[config.mk]
export PLATFORM = sky130hd
export DESIGN_NAME = abu_breakpoint
export DESIGN_NICKNAME = d
export VERILOG_FILES = /design/src/abu_pkg.sv /design/src/abu_breakpoint.sv
export VERILOG_INCLUDE_DIRS = /design/src
export SDC_FILE = /design/constraint.sdc
export NUM_CORES = 1
export LEC_CHECK = 0
export CORE_UTILIZATION = 30
export CTS_BUF_LIST = sky130_fd_sc_hd__clkbuf_2 sky130_fd_sc_hd__clkbuf_4 sky130_fd_sc_hd__clkbuf_8
export DETAILED_ROUTE_END_ITERATION = 10
export DONT_BUFFER_PORTS = 1
export PLACE_DENSITY_LB_ADDON = 0.25
export SLEW_MARGIN = 5
export SYNTH_ARGS = -nofsm -noshare
export SYNTH_HDL_FRONTEND = slang
export SYNTH_SLANG_ARGS = --single-unit
[constraint.sdc]
create_clock -name CLOCK -period 1.8 [get_ports CLOCK]
set_input_delay 0.36 -clock CLOCK [delete_from_list [all_inputs] [get_ports CLOCK]]
set_output_delay 0.36 -clock CLOCK [all_outputs]
set_load 0.01 [all_outputs]
[src/abu_defines.svh]
`ifndef ABU_DEFINES_SVH
`define ABU_DEFINES_SVH

// register offsets on the plain register port
`define ABU_OFS_CTRL_STATUS   4'h0
`define ABU_OFS_ADDR_HIGH     4'h1
`define ABU_OFS_ADDR_LOW      4'h2
`define ABU_OFS_WAIT_STATUS   4'h3
`define ABU_OFS_FLAG_CONTROL  4'h4
`define ABU_OFS_IRQ_STATUS    4'h5
`define ABU_OFS_IRQ_MASK      4'h6

// field positions
`define ABU_BIT_MATCH_ENABLE  7
`define ABU_BIT_ACTIVE        6
`define ABU_BIT_WAIT_EXIT     1
`define ABU_BIT_CLEAR_ENABLE  7
`define ABU_BIT_IRQ_MATCH     0
`define ABU_BIT_IRQ_FORCED    1

// reset values
`define ABU_RST_CTRL          8'h00
`define ABU_RST_ADDR          8'h00
`define ABU_RST_FLAG_CONTROL  8'h00
`define ABU_RST_IRQ           8'h00

// software interrupt vectors
`define ABU_VECTOR_USER       16'hfffc
`define ABU_VECTOR_MONITOR    16'hfefc

`endif

[src/abu_pkg.sv]
package abu_pkg;
  typedef enum logic [1:0] {
    ABU_IDLE_TYPE_IDLE      = 2'b00,
    ABU_IDLE_TYPE_OPERAND   = 2'b01,
    ABU_IDLE_TYPE_REQUEST   = 2'b10
  } abu_state_type;
endpackage
[src/abu_breakpoint.sv]
`timescale 1ns/1ns
`include "abu_defines.svh"

// Functional notes
// - break on full 16-bit address compare only while match enable is set
// - match enable at control bit 7, read/write, cleared by zero write and reset
// - hardware sets break active flag on every enabled address match
// - software writing one to break active flag forces a break
// - break active flag clears on zero write and reset; routine clears it
// - compare value held as separate high and low byte registers
// - both address byte registers reset to zero
// - during break, timer counter halts and input captures are blocked
// - during break, watchdog held off while test high voltage sensed on reset pin
// - clear flag enable read/write; zero blocks status flag clears during break
// - wait exit flag shows wait mode left by a break interrupt
// - in wait and stop no address match break is produced; enable kept
// - break raises request to system integration unit; vector by mode
// - opcode match breaks before execution; operand match after instruction completes
// - forced break taken right before the next instruction begins
module abu_breakpoint (
  input  wire logic        CLOCK,
  input  wire logic        RST_B,
  input  wire logic [3:0]  REG_ADDR,
  input  wire logic [7:0]  REG_WDATA,
  input  wire logic        REG_WR,
  input  wire logic        REG_RD,
  output logic      [7:0]  REG_RDATA,
  input  wire logic [15:0] CPU_ADDR,
  input  wire logic        CPU_PROG_FETCH,
  input  wire logic        CPU_OPCODE_FETCH,
  input  wire logic        CPU_INSTR_START,
  input  wire logic        CPU_WAIT_MODE,
  input  wire logic        CPU_STOP_MODE,
  input  wire logic        MONITOR_MODE,
  input  wire logic        TEST_HIGH_VOLTAGE,
  input  wire logic        BREAK_STATE,
  input  wire logic        STATUS_CLEAR_REQ,
  output logic             BREAKPOINT_REQUEST,
  output logic      [15:0] BREAK_VECTOR,
  output logic             TIMER_HALT,
  output logic             CAPTURE_BLOCK,
  output logic             WATCHDOG_DISABLE,
  output logic             STATUS_CLEAR_ALLOW,
  output logic             IRQ
);

  logic       match_enable_reg;
  logic       active_reg;
  logic [7:0] addr_high_reg;
  logic [7:0] addr_low_reg;
  logic       clear_enable_reg;
  logic       wait_exit_reg;
  logic [1:0] irq_status_reg;
  logic [1:0] irq_mask_reg;
  logic [1:0] irq_status_next;
  logic [1:0] irq_mask_next;
  logic       in_wait_reg;
  abu_pkg::abu_state_type state_reg;
  abu_pkg::abu_state_type state_next;

  logic wr_ctrl;
  logic forced_break;
  logic addr_hit;
  logic match_opcode;
  logic match_operand;
  logic [1:0] irq_events;

  assign wr_ctrl       = REG_WR && (REG_ADDR == `ABU_OFS_CTRL_STATUS);
  assign forced_break  = wr_ctrl && REG_WDATA[`ABU_BIT_ACTIVE];
  // address bus is frozen in low power modes, so no match there
  assign addr_hit      = match_enable_reg && CPU_PROG_FETCH && !CPU_WAIT_MODE && !CPU_STOP_MODE
                         && (CPU_ADDR == {addr_high_reg, addr_low_reg});
  assign match_opcode  = addr_hit && CPU_OPCODE_FETCH;
  assign match_operand = addr_hit && !CPU_OPCODE_FETCH;
  assign irq_events    = {forced_break, addr_hit};

  always_ff @(posedge CLOCK or negedge RST_B) begin
    if (!RST_B) begin
      match_enable_reg <= 1'b0;
    end else if (wr_ctrl) begin
      match_enable_reg <= REG_WDATA[`ABU_BIT_MATCH_ENABLE];
    end
  end

  // hardware set wins over a software clear in the same cycle
  always_ff @(posedge CLOCK or negedge RST_B) begin
    if (!RST_B) begin
      active_reg <= 1'b0;
    end else if (addr_hit || forced_break) begin
      active_reg <= 1'b1;
    end else if (wr_ctrl) begin
      active_reg <= REG_WDATA[`ABU_BIT_ACTIVE];
    end
  end

  always_ff @(posedge CLOCK or negedge RST_B) begin
    if (!RST_B) begin
      addr_high_reg <= `ABU_RST_ADDR;
      addr_low_reg  <= `ABU_RST_ADDR;
    end else if (REG_WR) begin
      if (REG_ADDR == `ABU_OFS_ADDR_HIGH) begin
        addr_high_reg <= REG_WDATA;
      end
      if (REG_ADDR == `ABU_OFS_ADDR_LOW) begin
        addr_low_reg <= REG_WDATA;
      end
    end
  end

  always_ff @(posedge CLOCK or negedge RST_B) begin
    if (!RST_B) begin
      clear_enable_reg <= 1'b0;
    end else if (REG_WR && (REG_ADDR == `ABU_OFS_FLAG_CONTROL)) begin
      clear_enable_reg <= REG_WDATA[`ABU_BIT_CLEAR_ENABLE];
    end
  end

  // wait exit flag: set when a break request ends wait mode
  always_ff @(posedge CLOCK or negedge RST_B) begin
    if (!RST_B) begin
      in_wait_reg   <= 1'b0;
      wait_exit_reg <= 1'b0;
    end else begin
      in_wait_reg <= CPU_WAIT_MODE;
      if (in_wait_reg && !CPU_WAIT_MODE && BREAKPOINT_REQUEST) begin
        wait_exit_reg <= 1'b1;
      end else if (in_wait_reg && !CPU_WAIT_MODE) begin
        wait_exit_reg <= 1'b0;
      end
    end
  end

  // sequencing of the request toward the system integration unit
  always_comb begin
    state_next = state_reg;
    unique case (state_reg)
      abu_pkg::ABU_IDLE_TYPE_IDLE: begin
        if (match_opcode || forced_break) begin
          state_next = abu_pkg::ABU_IDLE_TYPE_REQUEST;
        end else if (match_operand) begin
          state_next = abu_pkg::ABU_IDLE_TYPE_OPERAND;
        end
      end
      abu_pkg::ABU_IDLE_TYPE_OPERAND: begin
        if (CPU_INSTR_START) begin
          state_next = abu_pkg::ABU_IDLE_TYPE_REQUEST;
        end
      end
      abu_pkg::ABU_IDLE_TYPE_REQUEST: begin
        if (CPU_INSTR_START || BREAK_STATE) begin
          state_next = abu_pkg::ABU_IDLE_TYPE_IDLE;
        end
      end
      default: begin
        state_next = abu_pkg::ABU_IDLE_TYPE_IDLE;
      end
    endcase
  end

  always_ff @(posedge CLOCK or negedge RST_B) begin
    if (!RST_B) begin
      state_reg <= abu_pkg::ABU_IDLE_TYPE_IDLE;
    end else begin
      state_reg <= state_next;
    end
  end

  always_ff @(posedge CLOCK or negedge RST_B) begin
    if (!RST_B) begin
      BREAKPOINT_REQUEST <= 1'b0;
      BREAK_VECTOR       <= `ABU_VECTOR_USER;
    end else begin
      BREAKPOINT_REQUEST <= (state_next == abu_pkg::ABU_IDLE_TYPE_REQUEST);
      BREAK_VECTOR       <= MONITOR_MODE ? `ABU_VECTOR_MONITOR : `ABU_VECTOR_USER;
    end
  end

  always_ff @(posedge CLOCK or negedge RST_B) begin
    if (!RST_B) begin
      TIMER_HALT         <= 1'b0;
      CAPTURE_BLOCK      <= 1'b0;
      WATCHDOG_DISABLE   <= 1'b0;
      STATUS_CLEAR_ALLOW <= 1'b0;
    end else begin
      TIMER_HALT         <= BREAK_STATE;
      CAPTURE_BLOCK      <= BREAK_STATE;
      WATCHDOG_DISABLE   <= BREAK_STATE && TEST_HIGH_VOLTAGE;
      // outside break, clears always pass; inside, only when enabled
      STATUS_CLEAR_ALLOW <= STATUS_CLEAR_REQ && (!BREAK_STATE || clear_enable_reg);
    end
  end

  // a new event in the clearing cycle still sets its bit
  always_comb begin
    irq_status_next = irq_status_reg | irq_events;
    irq_mask_next   = irq_mask_reg;
    if (REG_WR && (REG_ADDR == `ABU_OFS_IRQ_STATUS)) begin
      irq_status_next = (irq_status_reg & ~REG_WDATA[1:0]) | irq_events;
    end
    if (REG_WR && (REG_ADDR == `ABU_OFS_IRQ_MASK)) begin
      irq_mask_next = REG_WDATA[1:0];
    end
  end

  always_ff @(posedge CLOCK or negedge RST_B) begin
    if (!RST_B) begin
      irq_status_reg <= 2'b00;
      irq_mask_reg   <= 2'b00;
    end else begin
      irq_status_reg <= irq_status_next;
      irq_mask_reg   <= irq_mask_next;
    end
  end

  // built from next values so the line drops in the same cycle as the status bit
  always_ff @(posedge CLOCK or negedge RST_B) begin
    if (!RST_B) begin
      IRQ <= 1'b0;
    end else begin
      IRQ <= |(irq_status_next & irq_mask_next);
    end
  end

  always_ff @(posedge CLOCK or negedge RST_B) begin
    if (!RST_B) begin
      REG_RDATA <= 8'h00;
    end else if (REG_RD) begin
      unique case (REG_ADDR)
        `ABU_OFS_CTRL_STATUS:  REG_RDATA <= {match_enable_reg, active_reg, 6'h00};
        `ABU_OFS_ADDR_HIGH:    REG_RDATA <= addr_high_reg;
        `ABU_OFS_ADDR_LOW:     REG_RDATA <= addr_low_reg;
        `ABU_OFS_WAIT_STATUS:  REG_RDATA <= {6'h00, wait_exit_reg, 1'b0};
        `ABU_OFS_FLAG_CONTROL: REG_RDATA <= {clear_enable_reg, 7'h00};
        `ABU_OFS_IRQ_STATUS:   REG_RDATA <= {6'h00, irq_status_reg};
        `ABU_OFS_IRQ_MASK:     REG_RDATA <= {6'h00, irq_mask_reg};
        default:               REG_RDATA <= 8'h00;
      endcase
    end else begin
      REG_RDATA <= 8'h00;
    end
  end
endmodule // abu_breakpoint

==> results of run 1 <==
## logic make-up (layout without fill, tap and decap cells)
| kind of cell | Yosys count | in the layout |
|---|---|---|
| compound gates | 31 | 31 |
| mux | 21 | 21 |
| xor+xnor | 16 | 16 |
| buf+inv | 27 | 21 |
| simple gates | 44 | 44 |
| flops | 41 | 41 |
| other cells | 2 | 15 |
## metal layers
| metal | wire length, microns | share of wire [%] | track usage, % |
|---|---|---|---|
| met1 | 2000 | 43 | 16.8 |
| met2 | 2290 | 49 | 21.6 |
| met3 | 322 | 6.9 | 3.89 |
| met4 | 40 | 0.86 | 4.62 |
| met5 | 0 | 0 | 0 |
## cells in the final DEF (no fill, tap or decap), types with 3 or more instances in the layout
cell type,Yosys,final
inv_1,6,6
dfrtp_1,40,40
or2_2,3,3
a21boi_0,3,3
o21ai_0,3,3
mux2_2,19,19
nor4_1,3,3
o211ai_1,3,3
nand2_1,8,8
nor2_1,10,10
buf_4,18,5
a21oi_1,3,3
clkbuf_8,0,5
nor3_1,3,3
a22oi_1,4,4
a221oi_1,4,4
conb_1,2,15
xor2_1,16,16
## worst max-delay path by stage
stage / slack [ns] / to / depth (start not counted) / start
finish: 0.24 / state_reg[1] / 4 / addr_high_reg[4]
global route: 0.13 / state_reg[0] / 4 / addr_high_reg[4]
CTS: 0.19 / state_reg[0] / 4 / addr_high_reg[4]
detailed placement: 0.22 / state_reg[0] / 4 / addr_high_reg[4]
global placement: 0.28 / state_reg[0] / 4 / addr_high_reg[4]
floorplan: 0.38 / irq_mask_reg[0] / 5 / REG_ADDR[2]
## cell usage after synthesis (2+ instances only)
master	instances	share of area [%]
a221oi_1	4	1.7
dfrtp_1	40	48
nand2b_1	2	0.60
nor2_1	10	1.8
nand2_1	8	1.5
nor3_1	3	0.72
o211ai_1	3	1.1
o21ai_0	3	0.72
xor2_1	16	6.8
o22ai_1	2	0.60
mux2i_1	2	0.97
nor2b_1	2	0.60
mux2_2	19	10
a21boi_0	3	1.1
nand3_1	2	0.48
o31ai_1	2	0.72
or2_2	3	0.91
a31o_2	2	0.85
conb_1	2	0.36
a21oi_1	3	0.72
buf_4	18	6.5
inv_1	6	1.1
a22oi_1	4	1.5
nor4_1	3	0.91
buf_2	2	0.48
and3_1	2	0.60
## power by group through the flow
stage / Clock, mW / Combinational, mW / Sequential (mW)
floorplan: 0 / 0.307 / 1.15
global placement: 0 / 0.330 / 1.19
detailed placement: 0 / 0.332 / 1.19
CTS: 0.888 / 0.360 / 1.17
global route: 0.922 / 0.398 / 1.19
finish: 0.867 / 0.358 / 1.17
## critical path: stages, from the launching register on
cell and delay (ns):
dfrtp_1 0.41, xor2_1 0.15, nor4_1 0.33, nand3_1 0.28
o31ai_1 0.30
## area by class of cell
cell class,instances,area (sq um)
fillers,652,4230
clock inverters,3,65.1
inverters,6,22.5
flip-flops and latches,41,1030
repair buffers,7,67.6
well taps,77,96.3
multi-input cells,127,921
clock buffers,5,68.8
==> summary.md, run 1 <==
| Metric | Value |
|---|---|
| Status | finished, final reports clean |
| Combinational fraction of design power | 15.0% |
| HPWL Detailed | 3580 microns |
| Number of synthesized flops with an enable pin | 0 |
| DRC errors left | 0 |
| Final net count | 229 |
| Total power | 2.40 mW |
| Clock Skew | 0.00821 ns |
| Initial core utilization | 31.9% |
| First-pass GRT wire length | 7160 microns |
| Largest family of logic cells by synthesized area | simple AND/OR/NAND/NOR gates |
| Max-capacitance violation count | 0 |
| Vias per cell | 4.94 |
| Drt wl/cell | 17.5 microns |
| Crit end category | flop |
| Worst vdd rail ir drop | 0.282 mV |
| RePlAce Congestion | 0.797 |
| Yosys Warn Count | 0 |
| GR Overflow Total | 0 |
| Mux contribution to synthesized area | 11.3% |
| Slew Viols, Final | 0 |
| Hold-fix buffers, CTS | 2 |
| Worst Path Arrival | 1.75 ns |
| Cells after synthesis | 182 |
| Final setup fails | 0 |
| Compound-cell area share of the yosys netlist | 11.3% |
| PortBufs | 0 |
| R2r setup slk | 0.24 ns |
| Simple-Gate Fraction of Synth Area | 12.4% |
| Num CTS Buffers | 5 |
| First-pass detailed-route iteration total | 4 |
| H-tree depth | 2 |
| Initial antenna violation count | 0 |
| Layout Cells excl Fill | 266 |
| Design area | 2270 sq um |
| Min Hold Slack | 0.0793 ns |
| Vias | 1314 |
| Cell count of the worst reg-to-reg path | 4 |
| Min-Delay Path Class | in2reg |
| WP data required | 1.99 ns |
| Fin util | 34.9% |
| Vias in the first global route | 1294 |
| Max Root-Sink Buffers | 2 |
| RSZ-0062 raised after global routing | no |
| FFs w/ async S/R, synth | 100% |
| Final hold violation count | 0 |
| Die W | 85.1 microns |
| DR iter-0 viols | 88 |
| Overall global routing resource usage | 13.3% |
| CP startpoint kind | flop |
| Crit-path max FO | 6 |
| Flops & latches, synth | 41 |
| Latest clock arrival within the worst-skew pair | 0.29 ns |
| Fin crit period | 1.56 ns |
| Mean Syn Cell Area | 11.4 sq um |
| P_leak | 1.02 nW |
| Post-synthesis xor/xnor area fraction | 6.77% |
| Area delta synth->final | 9.55% |
| Die area | 7240 sq um |
| Post-CTS Setup Bufs | 0 |
| IO Count | 71 |
| Placed cell areas | 2100 sq um |
| P_int | 1.79 mW |
| Clock sink total | 41 |
| Pwr Density | 1060 nW/um^2 |
| Max Fclk | 640 MHz |
| Share of layout cells above drive strength 1 | 23.3% |
| CP Class | reg2reg |
| Mapped Area | 2070 sq um |
| Ys flop type | dfrtp_1 |
| Net Switching | 0.605 mW |
| Dpl cells | 256 |
| WL final | 4650 microns |
| Sw Ratio | 25.2% |
| Core area | 6490 sq um |
| DP Worst Slack | 0.221 ns |
| Hold Path Depth | 1 |
| Antenna Violating Nets Remaining | 0 |
| Sum Neg Setup Slack | 0 ns |
| FP Rows | 29 |
| Reg-to-Reg Start | addr_high_reg[4] |
| CTS tree | done |
| Reg2reg end | state_reg[1] |
| Hold Path Sink | BREAK_VECTOR[8] |
| Min-delay src | MONITOR_MODE |
| PnR worst setup slack | 0.239 ns |
| Ant diodes | 0 |
| Netlist cell types | 42 |
| Post-Synth Adder-Cell Area | 0% |
| Resized Gates After CTS | 0 |
| CTS clk-pin slew, worst paths | 0.08 ns |
| Die span in y | 85.1 microns |
| Root Buffer | clkbuf_8 |
| Register area share after synthesis | 49.6% |
| Clock power share | 36.2% |
| Largest net degree at the start of global routing | 42 |
| Seq pwr share | 48.8% |
| Period utilization | 86.7% |
No activity file was read; power rests on OpenSTA's default activity.
==> inputs of run 2 (changes only) <==
--- a/config.mk
+++ b/config.mk
@@ -6,7 +6,7 @@
 export SDC_FILE = /design/constraint.sdc
 export NUM_CORES = 1
 export LEC_CHECK = 0
-export CORE_UTILIZATION = 30
+export CORE_UTILIZATION = 58
 export CTS_BUF_LIST = sky130_fd_sc_hd__clkbuf_2 sky130_fd_sc_hd__clkbuf_4 sky130_fd_sc_hd__clkbuf_8
 export DETAILED_ROUTE_END_ITERATION = 10
 export DONT_BUFFER_PORTS = 1
==> run 2 against run 1 <==
Sequential cell count stayed put. Routed wire length is 12% lower. Via count is 3.3% higher.
==> summary.md, run 2 (synthesized netlist as in run 1, its figures left out) <==
| Metric | Value |
|---|---|
| Max Fclk | 606 MHz (-5.4%) |
| Final setup fails | 0 (unchanged) |
| RePlAce Congestion | 0.812 (+1.8%) |
| Fin util | 65.2% (+30 points) |
| Clock Skew | 0.00990 ns (+0.00168 ns) |
| Vias per cell | 5.75 (+16%) |
| Period utilization | 91.6% (+4.9 points) |
| DR iter-0 viols | 67 (-24%) |
| CP Class | reg2reg |
| HPWL Detailed | 2950 microns (-18%) |
| Crit-path max FO | 6 (unchanged) |
| Most frequent cells in the layout | dfrtp_1, mux2_2, xor2_1 |
| Overall global routing resource usage | 23.0% (+9.8 points) |
| Latest clock arrival within the worst-skew pair | 0.36 ns (+0.07 ns) |
| GR Overflow Total | 0 (unchanged) |
| Post-CTS Setup Bufs | 0 (unchanged) |
| WL final | 4100 microns (-12%) |
| Clock power share | 29.6% (-6.6 points) |
| Die area | 3810 sq um (-47%) |
| Fin crit period | 1.65 ns (+0.0883 ns) |
| Root Buffer | clkbuf_4 |
| Min-Delay Path Class | in2reg |
| Core area | 3390 sq um (-48%) |
| Placed cell areas | 2050 sq um (-2.6%) |
| RSZ-0062 raised after global routing | no |
| Largest net degree at the start of global routing | 42 (unchanged) |
| Net Switching | 0.573 mW (-5.3%) |
| Final hold violation count | 0 (unchanged) |
| DP Worst Slack | 0.111 ns (-0.110 ns) |
| Worst vdd rail ir drop | 0.596 mV (+110%) |
| Vias in the first global route | 1219 (-5.8%) |
| Die span in y | 61.8 microns (-27%) |
| PnR worst setup slack | 0.150 ns (-0.0883 ns) |
| First-pass detailed-route iteration total | 5 (+1) |
| Sum Neg Setup Slack | 0 ns (unchanged) |
| Sw Ratio | 26.5% (+1.2 points) |
| Pwr Density | 978 nW/um^2 (-7.4%) |
| Max Root-Sink Buffers | 2 (unchanged) |
| Antenna Violating Nets Remaining | 0 (unchanged) |
| Num CTS Buffers | 5 (unchanged) |
| Worst Path Arrival | 1.91 ns (+0.16 ns) |
| Share of layout cells above drive strength 1 | 23.2% (-0.12 points) |
| Total power | 2.16 mW (-9.8%) |
| Fill cells | 283 (-57%) |
| Combinational fraction of design power | 16.5% (+1.5 points) |
| Area delta synth->final | 6.77% |
| CP startpoint kind | flop |
| Most common cell after layout, fill and taps aside | dfrtp_1 |
| DRC errors left | 0 (unchanged) |
| Status | finished, final reports clean |
| Max-capacitance violation count | 0 (unchanged) |
| Die W | 61.8 microns (-27%) |
| Seq pwr share | 53.9% (+5.1 points) |
| First-pass GRT wire length | 5960 microns (-17%) |
| FP Rows | 21 (-28%) |
| WP data required | 2.06 ns (+0.07 ns) |
| CTS tree | done |
| Clock sink total | 41 (unchanged) |
| CTS clk-pin slew, worst paths | 0.12 ns (+0.04 ns) |
| H-tree depth | 2 (unchanged) |
| Design area | 2210 sq um (-2.5%) |
| IO Count | 71 (unchanged) |
| PortBufs | 0 (unchanged) |
| Ant diodes | 0 (unchanged) |
| P_leak | 1.00 nW (-1.4%) |
| Final net count | 230 (+0.44%) |
| Initial antenna violation count | 0 (unchanged) |
| Initial core utilization | 61.1% (+29 points) |
| P_int | 1.59 mW (-11%) |
| Crit end category | flop |
| Drt wl/cell | 17.4 microns (-0.76%) |
| Slew Viols, Final | 0 (unchanged) |
| Vias | 1358 (+3.3%) |
[run 2: cell types whose count changed in the layout (fill, tap and decap cells not counted), sizes merged]
cell / change
bufinv: -1
clkinv: -1
buf: -2
dlygate4sd3: +3
clkbuf: +2
[run 2: path summary, 6_finish.rpt]
path | startpoint | depth (start not counted) | slack, ns | end
worst min register to register | active_reg | 2 | 0.55 | active_reg
max in group asynchronous | RST_B | 2 | 1.08 | BREAK_VECTOR[8]
worst min-delay path | BREAK_STATE | 1 | 0.1 | STATUS_CLEAR_ALLOW
min in group asynchronous | RST_B | 2 | 0.46 | REG_RDATA[7]
worst max-delay path | addr_high_reg[1] | 4 | 0.15 | state_reg[0]
worst max register to register | addr_high_reg[1] | 4 | 0.15 | state_reg[0]
[run 2: repair_timing]
action | CTS | global route
resized for setup | 0 | 2
endpoints found under the setup margin | 0 | 1
hold buffers | 3 | 2
endpoints found under the hold margin | 42 | 2
[run 2: through the flow]
step	instances	hold slack [ns]
after floorplan	195	0.0644
after global placement	223	0.0656
after detailed placement	223	0.0653
after CTS	234	0.0145
after global routing	236	0.0755
final	236	0.0980
[run 2: worst max-delay path, cell delays in order, from the launching register on]
cell and delay [ns]:
dfrtp_1 0.43, xor2_1 0.15, nor4_1 0.37, nand3_1 0.30
o32ai_2 0.31
[run 2: layout make-up]
class | count | area (sq um) | area share, %
clock buffers | 7 | 58.8 | 2.66
well taps | 46 | 57.6 | 2.60
multi-input cells | 127 | 932 | 42.2
repair buffers | 8 | 82.6 | 3.74
clock inverters | 1 | 30.0 | 1.36
inverters | 6 | 22.5 | 1.02
flip-flops and latches | 41 | 1030 | 46.5
[run 2: per-layer routing]
layer	up-vias	part of all wire (%)	global-route usage, %
met4	0	1.3	8.25
met5	-	0	0
met1	669	42	30.6
li1	622	-	-
met3	6	8.3	8.90
met2	61	48	34.6
[run 2: power by group through the flow]
stage	logic, mW	clock network (mW)	registers [mW]
after floorplan	0.307	0	1.15
after global placement	0.308	0	1.18
after detailed placement	0.318	0	1.19
after CTS	0.347	0.652	1.17
after global routing	0.394	0.686	1.19
final	0.357	0.641	1.17
==> inputs of run 3 (changes only) <==
--- a/config.mk
+++ b/config.mk
@@ -6,6 +6,7 @@
 export SDC_FILE = /design/constraint.sdc
 export NUM_CORES = 1
 export LEC_CHECK = 0
+export ABC_AREA = 1
 export CORE_UTILIZATION = 58
 export CTS_BUF_LIST = sky130_fd_sc_hd__clkbuf_2 sky130_fd_sc_hd__clkbuf_4 sky130_fd_sc_hd__clkbuf_8
 export DETAILED_ROUTE_END_ITERATION = 10
==> run 3 against run 2 <==
Global-route usage rose by 1.5 points. Utilization decreased by 1.1 points. Worst setup slack better by 0.30 ns. Highest routed layer unchanged. Sequential power hardly changed. Routed wire length grew 11%. Largest power group unchanged. Register-to-register slack improved by 0.30 ns. Sequential cell count stayed put.
==> summary.md, run 3 <==
| Metric | Value |
|---|---|
| Status | finished, final reports clean |
| Most common cell after layout, fill and taps aside | nand2_1 |
| Commonest cells in the netlist | nand2_1, dfrtp_1, inv_1, o21ai_1 |
| Ant diodes | 0 (unchanged) |
| Reg-to-Reg Start | addr_low_reg[7] |
| Initial antenna violation count | 0 (unchanged) |
| CP Class | reg2reg |
| CTS clk-pin slew, worst paths | 0.07 ns (-0.05 ns) |
| PortBufs | 0 (unchanged) |
| HPWL Detailed | 3390 microns (+15%) |
| Netlist cell types | 31 (-26%) |
| Root Buffer | clkbuf_8 |
| Crit-path max FO | 3 (-3) |
| Number of synthesized flops with an enable pin | 0 (unchanged) |
| Initial core utilization | 60.9% (-0.17 points) |
| Crit-path cells | inv_1, nand2_1, nand2_1, inv_2, nor2_1, nand2_1, nor2_1, nand3_1, nand2_1, nand2_1, nand2_1 |
| CP startpoint kind | flop |
| Area contributors post-synth | dfrtp_1, nand2_1, inv_1 |
| Final setup fails | 0 (unchanged) |
| Hold-fix buffers, CTS | 2 (-1) |
| Slew Viols, Final | 0 (unchanged) |
| Die span in y | 64.2 microns (+4.0%) |
| Min-delay src | MONITOR_MODE |
| Area delta synth->final | 5.18% |
| Area of the multi-input gates | 937 sq um (+0.54%) |
| Post-CTS Setup Bufs | 0 (unchanged) |
| First-pass detailed-route iteration total | 4 (-1) |
| Die area | 4130 sq um (+8.2%) |
| Share of layout cells above drive strength 1 | 11.2% (-12 points) |
| Fin crit period | 1.35 ns (-0.295 ns) |
| Max Root-Sink Buffers | 2 (unchanged) |
| Max-capacitance violation count | 0 (unchanged) |
| Max Fclk | 738 MHz (+22%) |
| Slowest cell delay on critical path | 0.40 ns (-0.03 ns) |
| Crit end category | flop |
| Vias in the first global route | 1633 (+34%) |
| Cells after synthesis | 298 (+64%) |
| Resized Gates After CTS | 0 (unchanged) |
| Post-synth top area share | 44.5% (-3.8 points) |
| Worst vdd rail ir drop | 0.546 mV (-8.5%) |
| P_leak | 1.28 nW (+28%) |
| Final net count | 343 (+49%) |
| PnR worst setup slack | 0.446 ns (+0.295 ns) |
| Latest clock arrival within the worst-skew pair | 0.29 ns (-0.07 ns) |
| Antenna Violating Nets Remaining | 0 (unchanged) |
| IO Count | 71 (unchanged) |
| Core area | 3690 sq um (+8.8%) |
| First-pass GRT wire length | 7610 microns (+28%) |
| Vias per cell | 5.06 (-12%) |
| Drt wl/cell | 13.0 microns (-25%) |
| Register area share after synthesis | 45.7% (-3.9 points) |
| Yosys Warn Count | 0 (unchanged) |
| DP Worst Slack | 0.457 ns (+0.346 ns) |
| Final hold violation count | 0 (unchanged) |
| Vias | 1777 (+31%) |
| GR Overflow Total | 0 (unchanged) |
| DR iter-0 viols | 112 (+67%) |
| Min-Delay Path Class | in2reg |
| Clock sink total | 41 (unchanged) |
| Worst path slowest cell | dfrtp_1 |
| WL final | 4550 microns (+11%) |
| FFs w/ async S/R, synth | 100% (unchanged) |
| Flops & latches, synth | 41 (unchanged) |
| RSZ-0062 raised after global routing | no |
| Sum Neg Setup Slack | 0 ns (unchanged) |
| Worst Path Arrival | 1.58 ns (-0.33 ns) |
| Min Hold Slack | 0.0904 ns (-0.00755 ns) |
| Period utilization | 75.2% (-16 points) |
| FP Rows | 22 (+4.8%) |
| Fill cells | 344 (+22%) |
| Pwr Density | 980 nW/um^2 (+0.21%) |
| RePlAce Congestion | 0.908 (+12%) |
| CP Launch Point | addr_low_reg[7] |
| Clock Skew | 0.0133 ns (+0.00337 ns) |
| Most frequent CP cell | nand2_1 |
| CTS tree | done |
| Mean Syn Cell Area | 7.54 sq um (-34%) |
| H-tree depth | 2 (unchanged) |
| Mapped Area | 2250 sq um (+8.5%) |
| Overall global routing resource usage | 24.5% (+1.5 points) |
| WP data required | 2.03 ns (-0.03 ns) |
| DRC errors left | 0 (unchanged) |
| Largest area contributor in the netlist | dfrtp_1 |
| Storage element area | 1030 sq um (unchanged) |
| Most common cell in the netlist | nand2_1 |
| Largest net degree at the start of global routing | 42 (unchanged) |
| Fin util | 64.1% (-1.1 points) |
| Die W | 64.2 microns (+4.0%) |
| Num CTS Buffers | 5 (unchanged) |
| Ys flop type | dfrtp_1 |
| Most frequent cells in the layout | nand2_1, dfrtp_1, inv_1 |
==> run 3: final timing paths <==
check                             endpoint  slack (ns)  cells past startpoint
max                                    IRQ        0.45                     11
min                        BREAK_VECTOR[8]        0.09                      1
max reg2reg                            IRQ        0.45                     11
min reg2reg                  wait_exit_reg        0.47                      1
max in group asynchronous  BREAK_VECTOR[8]        0.97                      2
min in group asynchronous  addr_low_reg[5]        0.56                      2
==> run 3: worst max-delay path: cells and delay by family (launching register included) <==
| kind | cells | cell delay [ns] |
|---|---|---|
| simple gates | 9 | 0.78 |
| buf+inv | 2 | 0.11 |
| flops | 1 | 0.40 |
==> run 3: logic make-up (layout without fill, tap and decap cells) <==
logic type | Yosys count | count (layout) | share of synthesized area, %
AND/OR/NAND/NOR | 138 | 138 | 26.1
XOR/XNOR | 7 | 7 | 2.73
AO/OA/AOI/OAI | 42 | 42 | 10.4
other | 2 | 15 | 0.334
buffers and inverters | 68 | 60 | 14.8
flip-flops | 41 | 41 | 45.7
==> run 3: final cells by class <==
type / count / area share [%]
repair buffers: 2 / 1.27
flip-flops and latches: 41 / 43.5
well taps: 48 / 2.54
multi-input cells: 202 / 39.7
clock buffers: 7 / 3.81
inverters: 50 / 7.99
clock inverters: 1 / 1.27
==> run 3: stage by stage <==
step | cell area, sq um | instances | total power, mW
2_1_floorplan | 2300 | 311 | 1.48
3_3_place_gp | 2210 | 341 | 1.52
3_5_place_dp | 2210 | 341 | 1.53
4_1_cts | 2360 | 351 | 2.33
5_1_grt | 2360 | 351 | 2.45
6_report | 2360 | 351 | 2.32
==> run 3: per-layer routing <==
metal	share of wire (%)	vias up	track usage, %
li1	-	889	-
met1	45	823	32.5
met2	48	60	39.6
met3	6.2	5	6.43
met4	0.68	0	6.67
met5	0	-	0
==> run 3: where the power goes <==
part | internal [mW] | leakage [nW] | total [mW] | switching (mW)
sequential | 1.04 | 0.528 | 1.15 | 0.107
clock | 0.467 | 0.0619 | 0.770 | 0.303
combinational | 0.150 | 0.695 | 0.395 | 0.245
total | 1.66 | 1.28 | 2.32 | 0.655
